[src/hdl/battery_monitor_defs.svh]
// constants for the battery monitor register map
// Operation
// - groups are byte-wide and read lowest byte first; 12-bit pairs span three bytes
// - config byte 0 holds pin status, pin controls, polling, ten-cell, duty code
// - cell bytes 15 to 17 are refused while ten-cell mode is set
// - flag bytes hold under and over flags per cell, four cells a byte
// - cells 11 and 12 flags read zero in ten-cell mode
// - temperature group packs three readings, revision and thermal shutdown bit
// - packet check byte returns the CRC over data bytes just read
// - duty code selects comparator off, period, and reference power-down
// - measure-mode pin low forces the duty code to five
// - cell voltage fields read all ones while a conversion runs
// - a set cell mask stops its comparisons and clears its flags
// - threshold is the 8-bit field times sixteen cell-value steps
`ifndef BATTERY_MONITOR_DEFS_SVH
`define BATTERY_MONITOR_DEFS_SVH

// group byte counts
`define CFG_BYTES 5'h06
`define CV_BYTES 5'h12
`define CV_TEN_LIMIT 5'h0F
`define FLG_BYTES 5'h03
`define TMP_BYTES 5'h05
`define PEC_BYTES 5'h01

// configuration and temperature byte indices
`define CFG_IDX0 5'h00
`define CFG_IDX1 5'h01
`define CFG_IDX2 5'h02
`define CFG_IDX3 5'h03
`define CFG_IDX4 5'h04
`define CFG_IDX5 5'h05
`define TMP_IDX_INT 5'h03
`define TMP_IDX_LAST 5'h04

// reset values: pull-downs off, everything else clear
`define CFG0_RESET 7'h60
`define CFG_BYTE_RESET 8'h00

// duty code encodings
`define DUTY_STANDBY 3'h0
`define DUTY_OFF 3'h1
`define DUTY_P13 3'h2
`define DUTY_P130 3'h3
`define DUTY_P500 3'h4
`define DUTY_LP130 3'h5
`define DUTY_LP500 3'h6
`define DUTY_LP2000 3'h7
`define DUTY_FORCED 3'h5

// comparison periods
`define SYS_CLK_KHZ 50000
`define CMP_P13_MS 13
`define CMP_P130_MS 130
`define CMP_P500_MS 500
`define CMP_P2000_MS 2000
`define TIMER_W 27

// conversion busy pattern and threshold scaling
`define CV_BUSY_VALUE 12'hFFF
`define THR_SHIFT_PAD 4'h0

// packet check and revision
`define CRC_POLY_DEF 8'h07
`define CRC_SEED_DEF 8'h41
`define REVISION_DEF 3'h1

`endif

[src/hdl/battery_monitor_pkg.sv]
// types shared by the battery monitor files
`default_nettype none
package battery_monitor_pkg;
  typedef enum logic [2:0] {
    GRP_CFG = 3'h0,
    GRP_CV = 3'h1,
    GRP_FLG = 3'h2,
    GRP_TMP = 3'h3,
    GRP_PEC = 3'h4
  } group_t;
endpackage : battery_monitor_pkg
`default_nettype wire

[src/hdl/cell_limit.sv]
// per-cell undervoltage and overvoltage flag pair
`include "battery_monitor_defs.svh"
`default_nettype none
module cell_limit (
  input wire logic sys_clk, // system clock
  input wire logic reset_n, // synchronous reset, active low
  input wire logic [11:0] cell_value, // latest conversion result
  input wire logic [7:0] under_thr, // undervoltage threshold field
  input wire logic [7:0] over_thr, // overvoltage threshold field
  input wire logic mask, // cell interrupt mask
  input wire logic force_zero, // cell not present in ten-cell mode
  input wire logic update, // comparison result strobe
  output logic under_q, // undervoltage flag
  output logic over_q // overvoltage flag
);

  logic [11:0] under_lim;
  logic [11:0] over_lim;
  logic clear;

  // thresholds scaled to cell steps
  assign under_lim = {under_thr, `THR_SHIFT_PAD};
  assign over_lim = {over_thr, `THR_SHIFT_PAD};
  assign clear = mask | force_zero;

  // masked cells skip comparisons and hold their flags clear
  always_ff @(posedge sys_clk) begin
    if (!reset_n || clear) begin
      under_q <= 1'b0;
      over_q <= 1'b0;
    end else if (update) begin
      under_q <= cell_value < under_lim;
      over_q <= cell_value > over_lim;
    end
  end
endmodule : cell_limit
`default_nettype wire

[src/hdl/battery_monitor_regs.sv]
// register groups, flag logic and comparator timing of the monitor
`include "battery_monitor_defs.svh"
`default_nettype none
module battery_monitor_regs #(
  parameter int unsigned CMP_P13_CYC = `CMP_P13_MS * `SYS_CLK_KHZ,
  parameter int unsigned CMP_P130_CYC = `CMP_P130_MS * `SYS_CLK_KHZ,
  parameter int unsigned CMP_P500_CYC = `CMP_P500_MS * `SYS_CLK_KHZ,
  parameter int unsigned CMP_P2000_CYC = `CMP_P2000_MS * `SYS_CLK_KHZ,
  parameter logic [7:0] CRC_POLY = `CRC_POLY_DEF, // packet check polynomial
  parameter logic [7:0] CRC_SEED = `CRC_SEED_DEF, // packet check seed
  parameter logic [2:0] REVISION = `REVISION_DEF // arbitrary value
) (
  input wire logic sys_clk, // system clock, 50 MHz
  input wire logic reset_n, // synchronous reset, active low
  input wire logic [2:0] acc_group, // group selected by the command
  input wire logic [4:0] acc_index, // byte within the group
  input wire logic rd_stb, // read one byte
  input wire logic wr_stb, // write one configuration byte
  input wire logic [7:0] wr_data, // byte to write
  input wire logic crc_init, // start of a read packet
  output logic [7:0] rd_data_q, // byte read
  output logic rd_valid_q, // read answered
  output logic rd_refused_q, // read refused
  input wire logic [143:0] cell_values, // cell 1 in the low twelve bits
  input wire logic conv_busy, // conversion in progress
  input wire logic cmp_result_stb, // fresh results for comparison
  input wire logic [11:0] ext_temp1, // external temperature 1
  input wire logic [11:0] ext_temp2, // external temperature 2
  input wire logic [11:0] int_temp, // internal temperature
  input wire logic thermal_event, // thermal shutdown occurred
  input wire logic measure_mode_pin_n, // measure-mode pin
  input wire logic watchdog_pin, // watchdog pin level
  input wire logic [1:0] gpio_pin, // general pin levels
  output logic [11:0] discharge_en_q, // discharge switch enables
  output logic [1:0] gpio_oe_n_q, // pin pulled low while low
  output logic level_poll_q, // level polling selected
  output logic ten_cell_q, // ten-cell mode
  output logic [2:0] duty_code_q, // effective duty code
  output logic standby_q, // standby mode
  output logic vref_down_q, // reference off between measurements
  output logic cmp_tick_q, // start a comparison cycle
  output logic [11:0] under_flags, // undervoltage flags
  output logic [11:0] over_flags // overvoltage flags
);

  // refuse a zero 13, 130 or 500 ms period and a 2000 ms period too wide for the timer; a zero period would wrap the reload to all ones
  if (CMP_P13_CYC < 1 || CMP_P130_CYC < 1 || CMP_P500_CYC < 1 ||
      CMP_P2000_CYC >= (1 << `TIMER_W)) begin : g_bad_period
    $error("comparison period out of range");
  end

  ////////////////////////////////////////////////////////////////////////
  // pin synchronisers

  logic [3:0] pin_meta_q;
  logic [3:0] pin_sync_q;
  logic mm_low;
  logic wdt_s;
  logic [1:0] gpio_s;

  // two flops before anything looks at a pin
  always_ff @(posedge sys_clk) begin
    pin_meta_q <= {measure_mode_pin_n, watchdog_pin, gpio_pin};
    pin_sync_q <= pin_meta_q;
  end

  assign mm_low = !pin_sync_q[3];
  assign wdt_s = pin_sync_q[2];
  assign gpio_s = pin_sync_q[1:0];

  ////////////////////////////////////////////////////////////////////////
  // configuration group

  logic [6:0] cfg0_q;
  logic [7:0] cfg1_q;
  logic [7:0] cfg2_q;
  logic [7:0] cfg3_q;
  logic [7:0] uv_q;
  logic [7:0] ov_q;
  logic cfg_wr;
  logic [11:0] mask_bits;
  logic [2:0] duty_d;

  assign cfg_wr = wr_stb && acc_group == battery_monitor_pkg::GRP_CFG;

  // watchdog bit is read only, so only bits 6..0 are stored
  always_ff @(posedge sys_clk) begin
    if (!reset_n) begin
      cfg0_q <= `CFG0_RESET;
      cfg1_q <= `CFG_BYTE_RESET;
      cfg2_q <= `CFG_BYTE_RESET;
      cfg3_q <= `CFG_BYTE_RESET;
      uv_q <= `CFG_BYTE_RESET;
      ov_q <= `CFG_BYTE_RESET;
    end else if (cfg_wr) begin
      case (acc_index)
        `CFG_IDX0: cfg0_q <= wr_data[6:0];
        `CFG_IDX1: cfg1_q <= wr_data;
        `CFG_IDX2: cfg2_q <= wr_data;
        `CFG_IDX3: cfg3_q <= wr_data;
        `CFG_IDX4: uv_q <= wr_data;
        `CFG_IDX5: ov_q <= wr_data;
        default: cfg1_q <= cfg1_q;
      endcase
    end
  end

  // pin low overrides whatever the host wrote
  assign duty_d = mm_low ? `DUTY_FORCED : cfg0_q[2:0];

  assign discharge_en_q = {cfg2_q[3:0], cfg1_q};
  assign mask_bits = {cfg3_q, cfg2_q[7:4]};
  assign gpio_oe_n_q = cfg0_q[6:5];
  assign level_poll_q = cfg0_q[4];
  assign ten_cell_q = cfg0_q[3];

  ////////////////////////////////////////////////////////////////////////
  // duty code decode and comparison timer

  logic [`TIMER_W-1:0] period_sel;
  logic [`TIMER_W-1:0] cmp_cnt_q;
  logic cmp_on;

  assign cmp_on = duty_code_q != `DUTY_STANDBY && duty_code_q != `DUTY_OFF;
  assign period_sel =
    (duty_code_q == `DUTY_P13) ? `TIMER_W'(CMP_P13_CYC - 1) :
    (duty_code_q == `DUTY_P130 || duty_code_q == `DUTY_LP130) ?
      `TIMER_W'(CMP_P130_CYC - 1) :
    (duty_code_q == `DUTY_P500 || duty_code_q == `DUTY_LP500) ?
      `TIMER_W'(CMP_P500_CYC - 1) :
    `TIMER_W'(CMP_P2000_CYC - 1);

  // timer rests at its reload value while the comparator is off
  always_ff @(posedge sys_clk) begin
    if (!reset_n) begin
      duty_code_q <= `DUTY_STANDBY;
      standby_q <= 1'b1;
      vref_down_q <= 1'b1;
      cmp_tick_q <= 1'b0;
      cmp_cnt_q <= '0;
    end else begin
      duty_code_q <= duty_d;
      standby_q <= duty_d == `DUTY_STANDBY;
      vref_down_q <= duty_d == `DUTY_STANDBY || duty_d >= `DUTY_LP130;
      cmp_tick_q <= cmp_on && cmp_cnt_q == '0;
      cmp_cnt_q <= (!cmp_on || cmp_cnt_q == '0) ? period_sel :
                   cmp_cnt_q - `TIMER_W'(1);
    end
  end

  ////////////////////////////////////////////////////////////////////////
  // per-cell flags

  logic [11:0] cell_v [12];
  logic cmp_update;

  assign cmp_update = cmp_result_stb && cmp_on;

  for (genvar c = 0; c < 12; c++) begin : g_cell
    assign cell_v[c] = cell_values[c*12 +: 12];
    cell_limit u_limit (
      .sys_clk(sys_clk),
      .reset_n(reset_n),
      .cell_value(cell_v[c]),
      .under_thr(uv_q),
      .over_thr(ov_q),
      .mask(mask_bits[c]),
      .force_zero(ten_cell_q && c >= 10),
      .update(cmp_update),
      .under_q(under_flags[c]),
      .over_q(over_flags[c])
    );
  end

  ////////////////////////////////////////////////////////////////////////
  // read path

  function automatic logic [7:0] pair_byte(
    input logic [11:0] a, input logic [11:0] b, input logic [1:0] j);
    logic [7:0] r;
    r = a[7:0];
    if (j == 2'h1) r = {b[3:0], a[11:8]};
    if (j == 2'h2) r = b[11:4];
    return r;
  endfunction : pair_byte

  function automatic logic [7:0] crc_byte(
    input logic [7:0] crc, input logic [7:0] d);
    logic [7:0] c;
    c = crc ^ d;
    for (int k = 0; k < 8; k++) begin
      c = c[7] ? ({c[6:0], 1'b0} ^ CRC_POLY) : {c[6:0], 1'b0};
    end
    return c;
  endfunction : crc_byte

  logic [2:0] pair_idx;
  logic [1:0] pair_pos;
  logic [11:0] cv_a;
  logic [11:0] cv_b;
  logic [7:0] cfg_byte;
  logic [7:0] cv_byte;
  logic [7:0] flg_byte;
  logic [7:0] tmp_byte;
  logic [7:0] sel_byte;
  logic [11:0] under_rd;
  logic [11:0] over_rd;
  logic [23:0] flag_pack;
  logic idx_ok;
  logic rd_ok;
  logic thermal_shutdown_indicator_q;
  logic [7:0] crc_q;
  logic tmp_last_rd;

  assign pair_idx = 3'(acc_index / 5'h03);
  assign pair_pos = 2'(acc_index % 5'h03);
  // busy conversion reads as all ones
  assign cv_a = conv_busy ? `CV_BUSY_VALUE : cell_v[{pair_idx, 1'b0}];
  assign cv_b = conv_busy ? `CV_BUSY_VALUE : cell_v[{pair_idx, 1'b1}];
  assign cv_byte = pair_byte(cv_a, cv_b, pair_pos);

  assign cfg_byte =
    (acc_index == `CFG_IDX0) ? {wdt_s, gpio_s, cfg0_q[4:3], duty_code_q} :
    (acc_index == `CFG_IDX1) ? cfg1_q :
    (acc_index == `CFG_IDX2) ? cfg2_q :
    (acc_index == `CFG_IDX3) ? cfg3_q :
    (acc_index == `CFG_IDX4) ? uv_q : ov_q;

  // gate again here so a mode change shows on the very next read
  assign under_rd = under_flags & ~{ten_cell_q, ten_cell_q, 10'h000};
  assign over_rd = over_flags & ~{ten_cell_q, ten_cell_q, 10'h000};
  for (genvar c = 0; c < 12; c++) begin : g_flag
    assign flag_pack[2*c] = under_rd[c];
    assign flag_pack[2*c+1] = over_rd[c];
  end
  assign flg_byte = flag_pack[{acc_index[1:0], 3'h0} +: 8];

  assign tmp_byte =
    (acc_index == `TMP_IDX_LAST) ? {REVISION, thermal_shutdown_indicator_q, int_temp[11:8]} :
    (acc_index == `TMP_IDX_INT) ? int_temp[7:0] :
    pair_byte(ext_temp1, ext_temp2, pair_pos);

  assign idx_ok =
    (acc_group == battery_monitor_pkg::GRP_CFG) ? acc_index < `CFG_BYTES :
    (acc_group == battery_monitor_pkg::GRP_CV) ? acc_index < `CV_BYTES &&
      !(ten_cell_q && acc_index >= `CV_TEN_LIMIT) :
    (acc_group == battery_monitor_pkg::GRP_FLG) ? acc_index < `FLG_BYTES :
    (acc_group == battery_monitor_pkg::GRP_TMP) ? acc_index < `TMP_BYTES :
    (acc_group == battery_monitor_pkg::GRP_PEC) ? acc_index < `PEC_BYTES :
    1'b0;
  assign rd_ok = rd_stb && idx_ok;

  assign sel_byte =
    (acc_group == battery_monitor_pkg::GRP_CFG) ? cfg_byte :
    (acc_group == battery_monitor_pkg::GRP_CV) ? cv_byte :
    (acc_group == battery_monitor_pkg::GRP_FLG) ? flg_byte :
    (acc_group == battery_monitor_pkg::GRP_TMP) ? tmp_byte : crc_q;

  assign tmp_last_rd = rd_ok && acc_group == battery_monitor_pkg::GRP_TMP &&
                       acc_index == `TMP_IDX_LAST;

  // answer one cycle after the strobe; check covers data bytes only
  always_ff @(posedge sys_clk) begin
    if (!reset_n) begin
      rd_data_q <= 8'h00;
      rd_valid_q <= 1'b0;
      rd_refused_q <= 1'b0;
      crc_q <= CRC_SEED;
      thermal_shutdown_indicator_q <= 1'b0;
    end else begin
      rd_valid_q <= rd_ok;
      rd_refused_q <= rd_stb && !idx_ok;
      if (rd_ok) rd_data_q <= sel_byte;
      if (crc_init) crc_q <= CRC_SEED;
      else if (rd_ok && acc_group != battery_monitor_pkg::GRP_PEC)
        crc_q <= crc_byte(crc_q, sel_byte);
      // a new event wins over the clear on read
      if (thermal_event) thermal_shutdown_indicator_q <= 1'b1;
      else if (tmp_last_rd) thermal_shutdown_indicator_q <= 1'b0;
    end
  end
endmodule : battery_monitor_regs
`default_nettype wire

[config.mk]
export PLATFORM = sky130hd
export DESIGN_NAME = battery_monitor_regs
export DESIGN_NICKNAME = d
export VERILOG_FILES = /design/src/hdl/battery_monitor_pkg.sv /design/src/hdl/cell_limit.sv /design/src/hdl/battery_monitor_regs.sv
export VERILOG_INCLUDE_DIRS = /design/src /design/src/hdl
export SDC_FILE = /design/constraint.sdc
export NUM_CORES = 1
export LEC_CHECK = 0
export ABC_AREA = 1
export ABC_CLOCK_PERIOD_IN_PS = 3660
export BUFFER_PORTS_ARGS = -buffer_cell sky130_fd_sc_hd__buf_2
export CORE_UTILIZATION = 30
export CTS_CLUSTER_DIAMETER = 100
export DETAILED_ROUTE_END_ITERATION = 7
export PLACE_DENSITY = 0.62
export SLEW_MARGIN = 5
export SYNTH_ARGS = -nofsm -noshare
export SYNTH_HDL_FRONTEND = slang
export SYNTH_SLANG_ARGS = --single-unit
[constraint.sdc]
create_clock -name sys_clk -period 3.66 [get_ports sys_clk]
set_input_delay 1.098 -clock sys_clk [delete_from_list [all_inputs] [get_ports sys_clk]]
set_output_delay 1.098 -clock sys_clk [all_outputs]
set_load 0.01 [all_outputs]
# After elaboration in Yosys (flattened, before gate mapping)
# Index checks and enable logic that the tools add are counted.
# op_classes
div,2
n_addsub,1
muxes,43
bitwise,17
n_shift,1
eq_ne,18
n_lt_le_gt_ge,33
n_reduce_logical,44
# ops
op,count
greater-than comparator 12 bit,12
< comparator 12 bit,12
2-to-1 mux 8 bit,15
2-to-1 mux 27 bit,4
binary-select mux 12 bit (select 4 bit),2
2-to-1 mux 12 bit,6
logical NOT 27 bit,1
2-to-1 mux 3 bit,9
"subtractor 27 x 1 -> 27 bit, second input constant",1
AND 12 bit,2
inverter 3 bit,8
indexed part select 24 x 6 -> 8 bit,1
logical OR 1 bit,16
"equality test 3 x 2 -> 1 bit, second input constant",4
"equality test 3 bit, second input constant",4
inverter 12 bit,1
AND reduction 2 bit,6
logical AND 1 bit,11
"equality test 5 x 2 -> 1 bit, second input constant",2
"equality test 5 x 3 -> 1 bit, second input constant",2
"greater-or-equal comparator 5 bit, second input constant",2
"< comparator 5 x 3 -> 1 bit, second input constant",2
inverter 4 -> 5 bit,2
XOR 8 bit,1
22 further kinds,33
# totals
wordCells,201
register_bits,131
in_bits,208

# Depth between registers and ports, before layout
# depth
depth_word,27
mapped_depth,35
ltp_nobuf,34

# Cells and area by module
# Synthesis repeated with hierarchy kept, for this count alone.
# hier_totals
cells_unflattened,2358
area_unflattened_um2,13972.2
# modules_own_cells
module,cells_each,area_each_um2,instances
battery_monitor_regs,1302,7666.1,1
cell_limit,88,525.5,12

# Least setup slack after synthesis
# No wires, ideal clock.
# synth_path
path_type,input -> register
startpoint,input acc_index[3]
endpoint,register crc_q[2]
required_time_ns,3.551
cell_stages,32
t_arrival_ns,3.649
path_buffers,3
slack_ns,-0.098
path_cell_list,inv_2 > nand2_2 > nand2_1 > nand2_2 > nand3_1 > nand2_1 > nand2_1 > inv_1 > ha_1 > a21oi_4 > nand3_2 > buf_6 > nand2_2 > nand3_2 > buf_6 > buf_6 > o211ai_2 > nand3_1 > nand2_1 > nand2_1 > nand2_1 > nand2_1 > nand2_2 > nand2_1 > nand2_1 > nand2_2 > nand3_1 > nand2_1 > nand2_1 > nand3_1 > nand2_1 > inv_1
# synth_between
elab_chain_cells,16
elab_cells_between_ends,60
cone_classes,2 x div; 6 x order compare; 6 x eq/ne; 33 x mux; 7 x bitwise; 6 x reduce/logical
# synth_lines
element,line,rtl
"start, declared",battery_monitor_regs.sv:16,"input wire logic [4:0] acc_index,"
divider 5 x 2 -> 5 bit or remainder unit 5 x 2 -> 5 bit (tied branches),"battery_monitor_regs.sv:215, battery_monitor_regs.sv:216",
inverter 4 -> 5 bit (not written as such) or equality test 2 x 1 -> 1 bit (tied branches),"battery_monitor_regs.sv:218, battery_monitor_regs.sv:182",
binary-select mux 12 bit (select 4 bit) or 2-to-1 mux 8 bit (tied branches),"battery_monitor_regs.sv:218, battery_monitor_regs.sv:182",
2-to-1 mux 12 bit (not written as such) or 2-to-1 mux 8 bit (tied branches),"battery_monitor_regs.sv:218, battery_monitor_regs.sv:183",
2-to-1 mux 12 bit (not written as such) or 2-to-1 mux 8 bit (tied branches),"battery_monitor_regs.sv:218, battery_monitor_regs.sv:240",
2-to-1 mux 12 bit or 2-to-1 mux 8 bit (tied branches),"battery_monitor_regs.sv:218, battery_monitor_regs.sv:239",
2-to-1 mux 8 bit (on tied branches),"battery_monitor_regs.sv:182, battery_monitor_regs.sv:257",
2-to-1 mux 8 bit (on tied branches),"battery_monitor_regs.sv:183, battery_monitor_regs.sv:256",
2-to-1 mux 8 bit,battery_monitor_regs.sv:255,(acc_group == battery_monitor_pkg::GRP_CV) ? cv_byte :
2-to-1 mux 8 bit,battery_monitor_regs.sv:254,(acc_group == battery_monitor_pkg::GRP_CFG) ? cfg_byte :
XOR 8 bit,battery_monitor_regs.sv:190,c = crc ^ d;
2-to-1 mux 3 bit or inverter 3 bit (tied branches),--,
inverter 3 bit (no source line) or 2-to-1 mux 3 bit (tied branches),--,
2-to-1 mux 3 bit or inverter 3 bit (tied branches),--,
inverter 3 bit (no source line) or 2-to-1 mux 3 bit (tied branches),--,
2-to-1 mux 3 bit,battery_monitor_regs.sv:192,"c = c[7] ? ({c[6:0], 1'b0} ^ CRC_POLY) : {c[6:0], 1'b0};"
"end signal, assigned",battery_monitor_regs.sv:276,"crc_q <= crc_byte(crc_q, sel_byte);"
"end, declared",battery_monitor_regs.sv:212,logic [7:0] crc_q;
# Several ways; a longest one is shown, not always the timed one. The select of a mux whose other input is x is not followed.
# A chain may end at the register's enable or synchronous reset.

# Worst setup path in the final report
# layout_path
startpoint,input acc_index[3]
endpoint,register crc_q[3]
# layout_between
elab_chain_cells,16
elab_cells_between_ends,58
cone_classes,2 x div; 6 x order compare; 6 x eq/ne; 32 x mux; 6 x bitwise; 6 x reduce/logical
# layout_lines
element,line
divider 5 x 2 -> 5 bit or remainder unit 5 x 2 -> 5 bit (tied branches),"battery_monitor_regs.sv:215, battery_monitor_regs.sv:216"
inverter 4 -> 5 bit (not written as such) or equality test 2 x 1 -> 1 bit (tied branches),"battery_monitor_regs.sv:218, battery_monitor_regs.sv:182"
binary-select mux 12 bit (select 4 bit) or 2-to-1 mux 8 bit (tied branches),"battery_monitor_regs.sv:218, battery_monitor_regs.sv:182"
2-to-1 mux 12 bit (not written as such) or 2-to-1 mux 8 bit (tied branches),"battery_monitor_regs.sv:218, battery_monitor_regs.sv:183"
2-to-1 mux 12 bit (not written as such) or 2-to-1 mux 8 bit (tied branches),"battery_monitor_regs.sv:218, battery_monitor_regs.sv:240"
2-to-1 mux 12 bit or 2-to-1 mux 8 bit (tied branches),"battery_monitor_regs.sv:218, battery_monitor_regs.sv:239"
2-to-1 mux 8 bit (on tied branches),"battery_monitor_regs.sv:182, battery_monitor_regs.sv:257"
2-to-1 mux 8 bit (on tied branches),"battery_monitor_regs.sv:183, battery_monitor_regs.sv:256"
2-to-1 mux 8 bit,battery_monitor_regs.sv:255
2-to-1 mux 8 bit,battery_monitor_regs.sv:254
XOR 8 bit,battery_monitor_regs.sv:190
2-to-1 mux 3 bit,battery_monitor_regs.sv:192
inverter 3 bit (no source line),--
2-to-1 mux 3 bit,battery_monitor_regs.sv:192
inverter 3 bit (no source line),--
2-to-1 mux 3 bit,battery_monitor_regs.sv:192
# Several ways; a longest one is shown, not always the timed one. The select of a mux whose other input is x is not followed.

==> impl_metrics.tcl <==
set metrics [dict create \
    holdCritPathClass "reg2reg" \
    yosysSeqAreaShare_pct 20.9 \
    critPathCaptureType "register" \
    yosysTopAreaCell "dfxtp_1" \
    async_flop_share_pct 0 \
    postSynthAreaPerCell_um2 6.55 \
    clock_path_buffers 2 \
    syn_nets 2305 \
    ctsHoldBuffers 0 \
    ys_ff_latch 131 \
    tritoncts "built" \
    synth_warnings 0 \
    cts_max_level 4 \
    worst_slack_ps -130 \
    vias 15000 \
    hold_violations 0 \
    period_needed_ps 3790 \
    drc 42 \
    wire_per_inst_um 19.7 \
    final_core_util_pct 41.2 \
    crit_type "in2reg" \
    fin_crit_sh_pct 104 \
    leakage_nw 8.22 \
    drv_cap 0 \
    status "finished, violations left" \
    worstSkewPairLatency_ps 430 \
    routed_via_density 5.31 \
    worst_path_max_delay_cell "a21oi_4" \
    grtUsageTotal_pct 25.8 \
    powerDensity_nw_per_um2 301 \
    cp.arrival_ps 4110 \
    grt_max_degree 62 \
    synth_area_leaders "dfxtp_1, ha_1, nand2_1" \
    synth_top_flop_cell "dfxtp_1" \
    hold-worst-slack_ps 333 \
    crit_path_frequent_cell "nand2_4" \
    final_common_cell "nand2_1" \
    dp_hpwl_um 44300 \
    cts_inserted_buffers 17 \
    antenna_left 0 \
    gr-total-overflow 0 \
    finalPower_mw 5.09 \
    row_count 74 \
    dp.cells 2759 \
    layout.cells.non_filler 2826 \
    final_cell_mix "nand2_1, buf_2, nor2_1" \
    worst_slew_pin_slew_ps 1050 \
    first_pass_iters 7 \
    skew_ps 12.5 \
    dieHeight_um 206 \
    rsz0062_at_grt "yes" \
    fin_nets 2667 \
    routed_wirelength_um 55600 \
    port_buffers 263 \
    area_delta_synth_final_pct 34.9 \
    crit_required_ps 3980 \
    max_stage_delay_ps 160 \
    min_path_cells 0 \
    setup_viol 8 \
    die_w_um 206 \
    grt_pass1_wl_um 82500 \
    dieArea_um2 42600 \
    drt-initial-drc-count 1313 \
    reg2regPathDepth 19 \
    fp.coreArea_um2 41000 \
    initial_core_util_pct 30.6 \
    numClockSinks 131 \
    synth.top_cell.area_share_pct 20.9 \
    netlist_area_um2 12500 \
    gp_congestion 0.993 \
    slew_violations 0 \
    path_max_fanout 8 \
    synth_edf_count 0 \
    violations "design-rule violations, negative setup slack" \
    fmax_mhz 264 \
    setup_tns_ps -581 \
    synth_cells 1914 \
    clkSlewWorstSetupHoldPaths_ps 60 \
    pin_count 264 \
    slew_headroom_pct 29.7 \
    root_buffer "clkbuf_16" \
    critPathLaunchType "input port" \
    drive_gt1_share_pct 29.3 \
    yosysUniqueCellTypes 49 \
    grt_pass1_vias 14200 \
    vdd_drop_max_v 0.000329 \
    antenna_found_initial 5 \
]
==> repair_timing <==
item / in CTS / in global routing
gates resized for setup: 101 / 130
pin swaps: 62 / 90
setup buffers: 20 / 7
gates cloned: 4 / 0
endpoints found under the setup margin: 11 / 16
==> critical path, delay by kind of cell <==
kind / cells / cell delay (ps)
and+or+nand+nor: 20 / 1580
buffers and inverters: 9 / 820
AOI/OAI and AO/OA: 4 / 450
adders and majority gates: 1 / 150
==> final timing paths <==
check | from | endpoint | slack [ps]
max | acc_index[3] | crc_q[3] | -130
min | pin_meta_q[3] | pin_sync_q[3] | 330
max reg2reg | cmp_cnt_q[0] | cmp_cnt_q[23] | 460
min reg2reg | pin_meta_q[3] | pin_sync_q[3] | 330
==> per-layer routing <==
layer / GRT usage (%) / wire length [um]
met5: 0 / 0
met4: 12.0 / 2670
met3: 4.21 / 3990
met2: 41.3 / 24700
met1: 33.6 / 24200
==> where the power goes <==
| group | total [mW] | internal (mW) | switching (mW) |
|---|---|---|---|
| Sequential | 1.52 | 1.48 | 0.0454 |
| Combinational | 1.97 | 0.821 | 1.14 |
| Clock | 1.60 | 0.898 | 0.699 |
==> kinds of logic (layout without fill, tap and decap cells) <==
group | count (synthesis) | in the layout | share of synthesized area (%)
compound gates | 506 | 506 | 22.5
fa+ha+maj | 183 | 183 | 18.3
flops | 131 | 131 | 20.9
buf+inv | 301 | 676 | 10.8
other cells | 0 | 5 | 0
simple gates | 783 | 783 | 26.8
xor+xnor | 10 | 10 | 0.699
==> through the flow <==
step	worst slack (ps)	instance area (um^2)
finish	-130	16900
global route	-294	16900
CTS	-32.1	16400
detailed placement	-797	15200
global placement	-757	15200
floorplan	1.09	12600
==> state kept, by name (all words and copies together), names as in the netlist <==
signal / flops
thermal_shutdown_indicator_q: 1
duty_code_q: 3
rd_valid_q: 1
standby_q: 1
cmp_tick_q: 1
g_cell.u_limit.over_q: 12
g_cell.u_limit.under_q: 12
rd_refused_q: 1
pin_meta_q: 4
uv_q: 8
pin_sync_q: 4
vref_down_q: 1
cfg0_q: 7
cmp_cnt_q: 27
cfg1_q: 8
cfg2_q: 8
cfg3_q: 8
ov_q: 8
crc_q: 8
rd_data_q: 8
==> synth_stat cells (19+ instances only) <==
library cell  count
inv_1           200
o21ai_0         175
o21ai_1          21
ha_1            183
clkbuf_1         27
buf_4            29
dfxtp_1         131
a21oi_1         205
o211ai_1         45
nor3_1           19
nand2_1         344
nand3_1         127
nor2_1          226
==> layout make-up <==
type | instances | area (um^2)
fillers | 4275 | 24100
multi-input cells | 1482 | 9360
repair buffers | 430 | 2870
flip-flops and latches | 131 | 2620
inverters | 214 | 841
well taps | 532 | 666
clock buffers | 20 | 447
clock inverters | 12 | 97.6
diodes | 5 | 12.5
No activity file was read; power rests on OpenSTA's default activity.
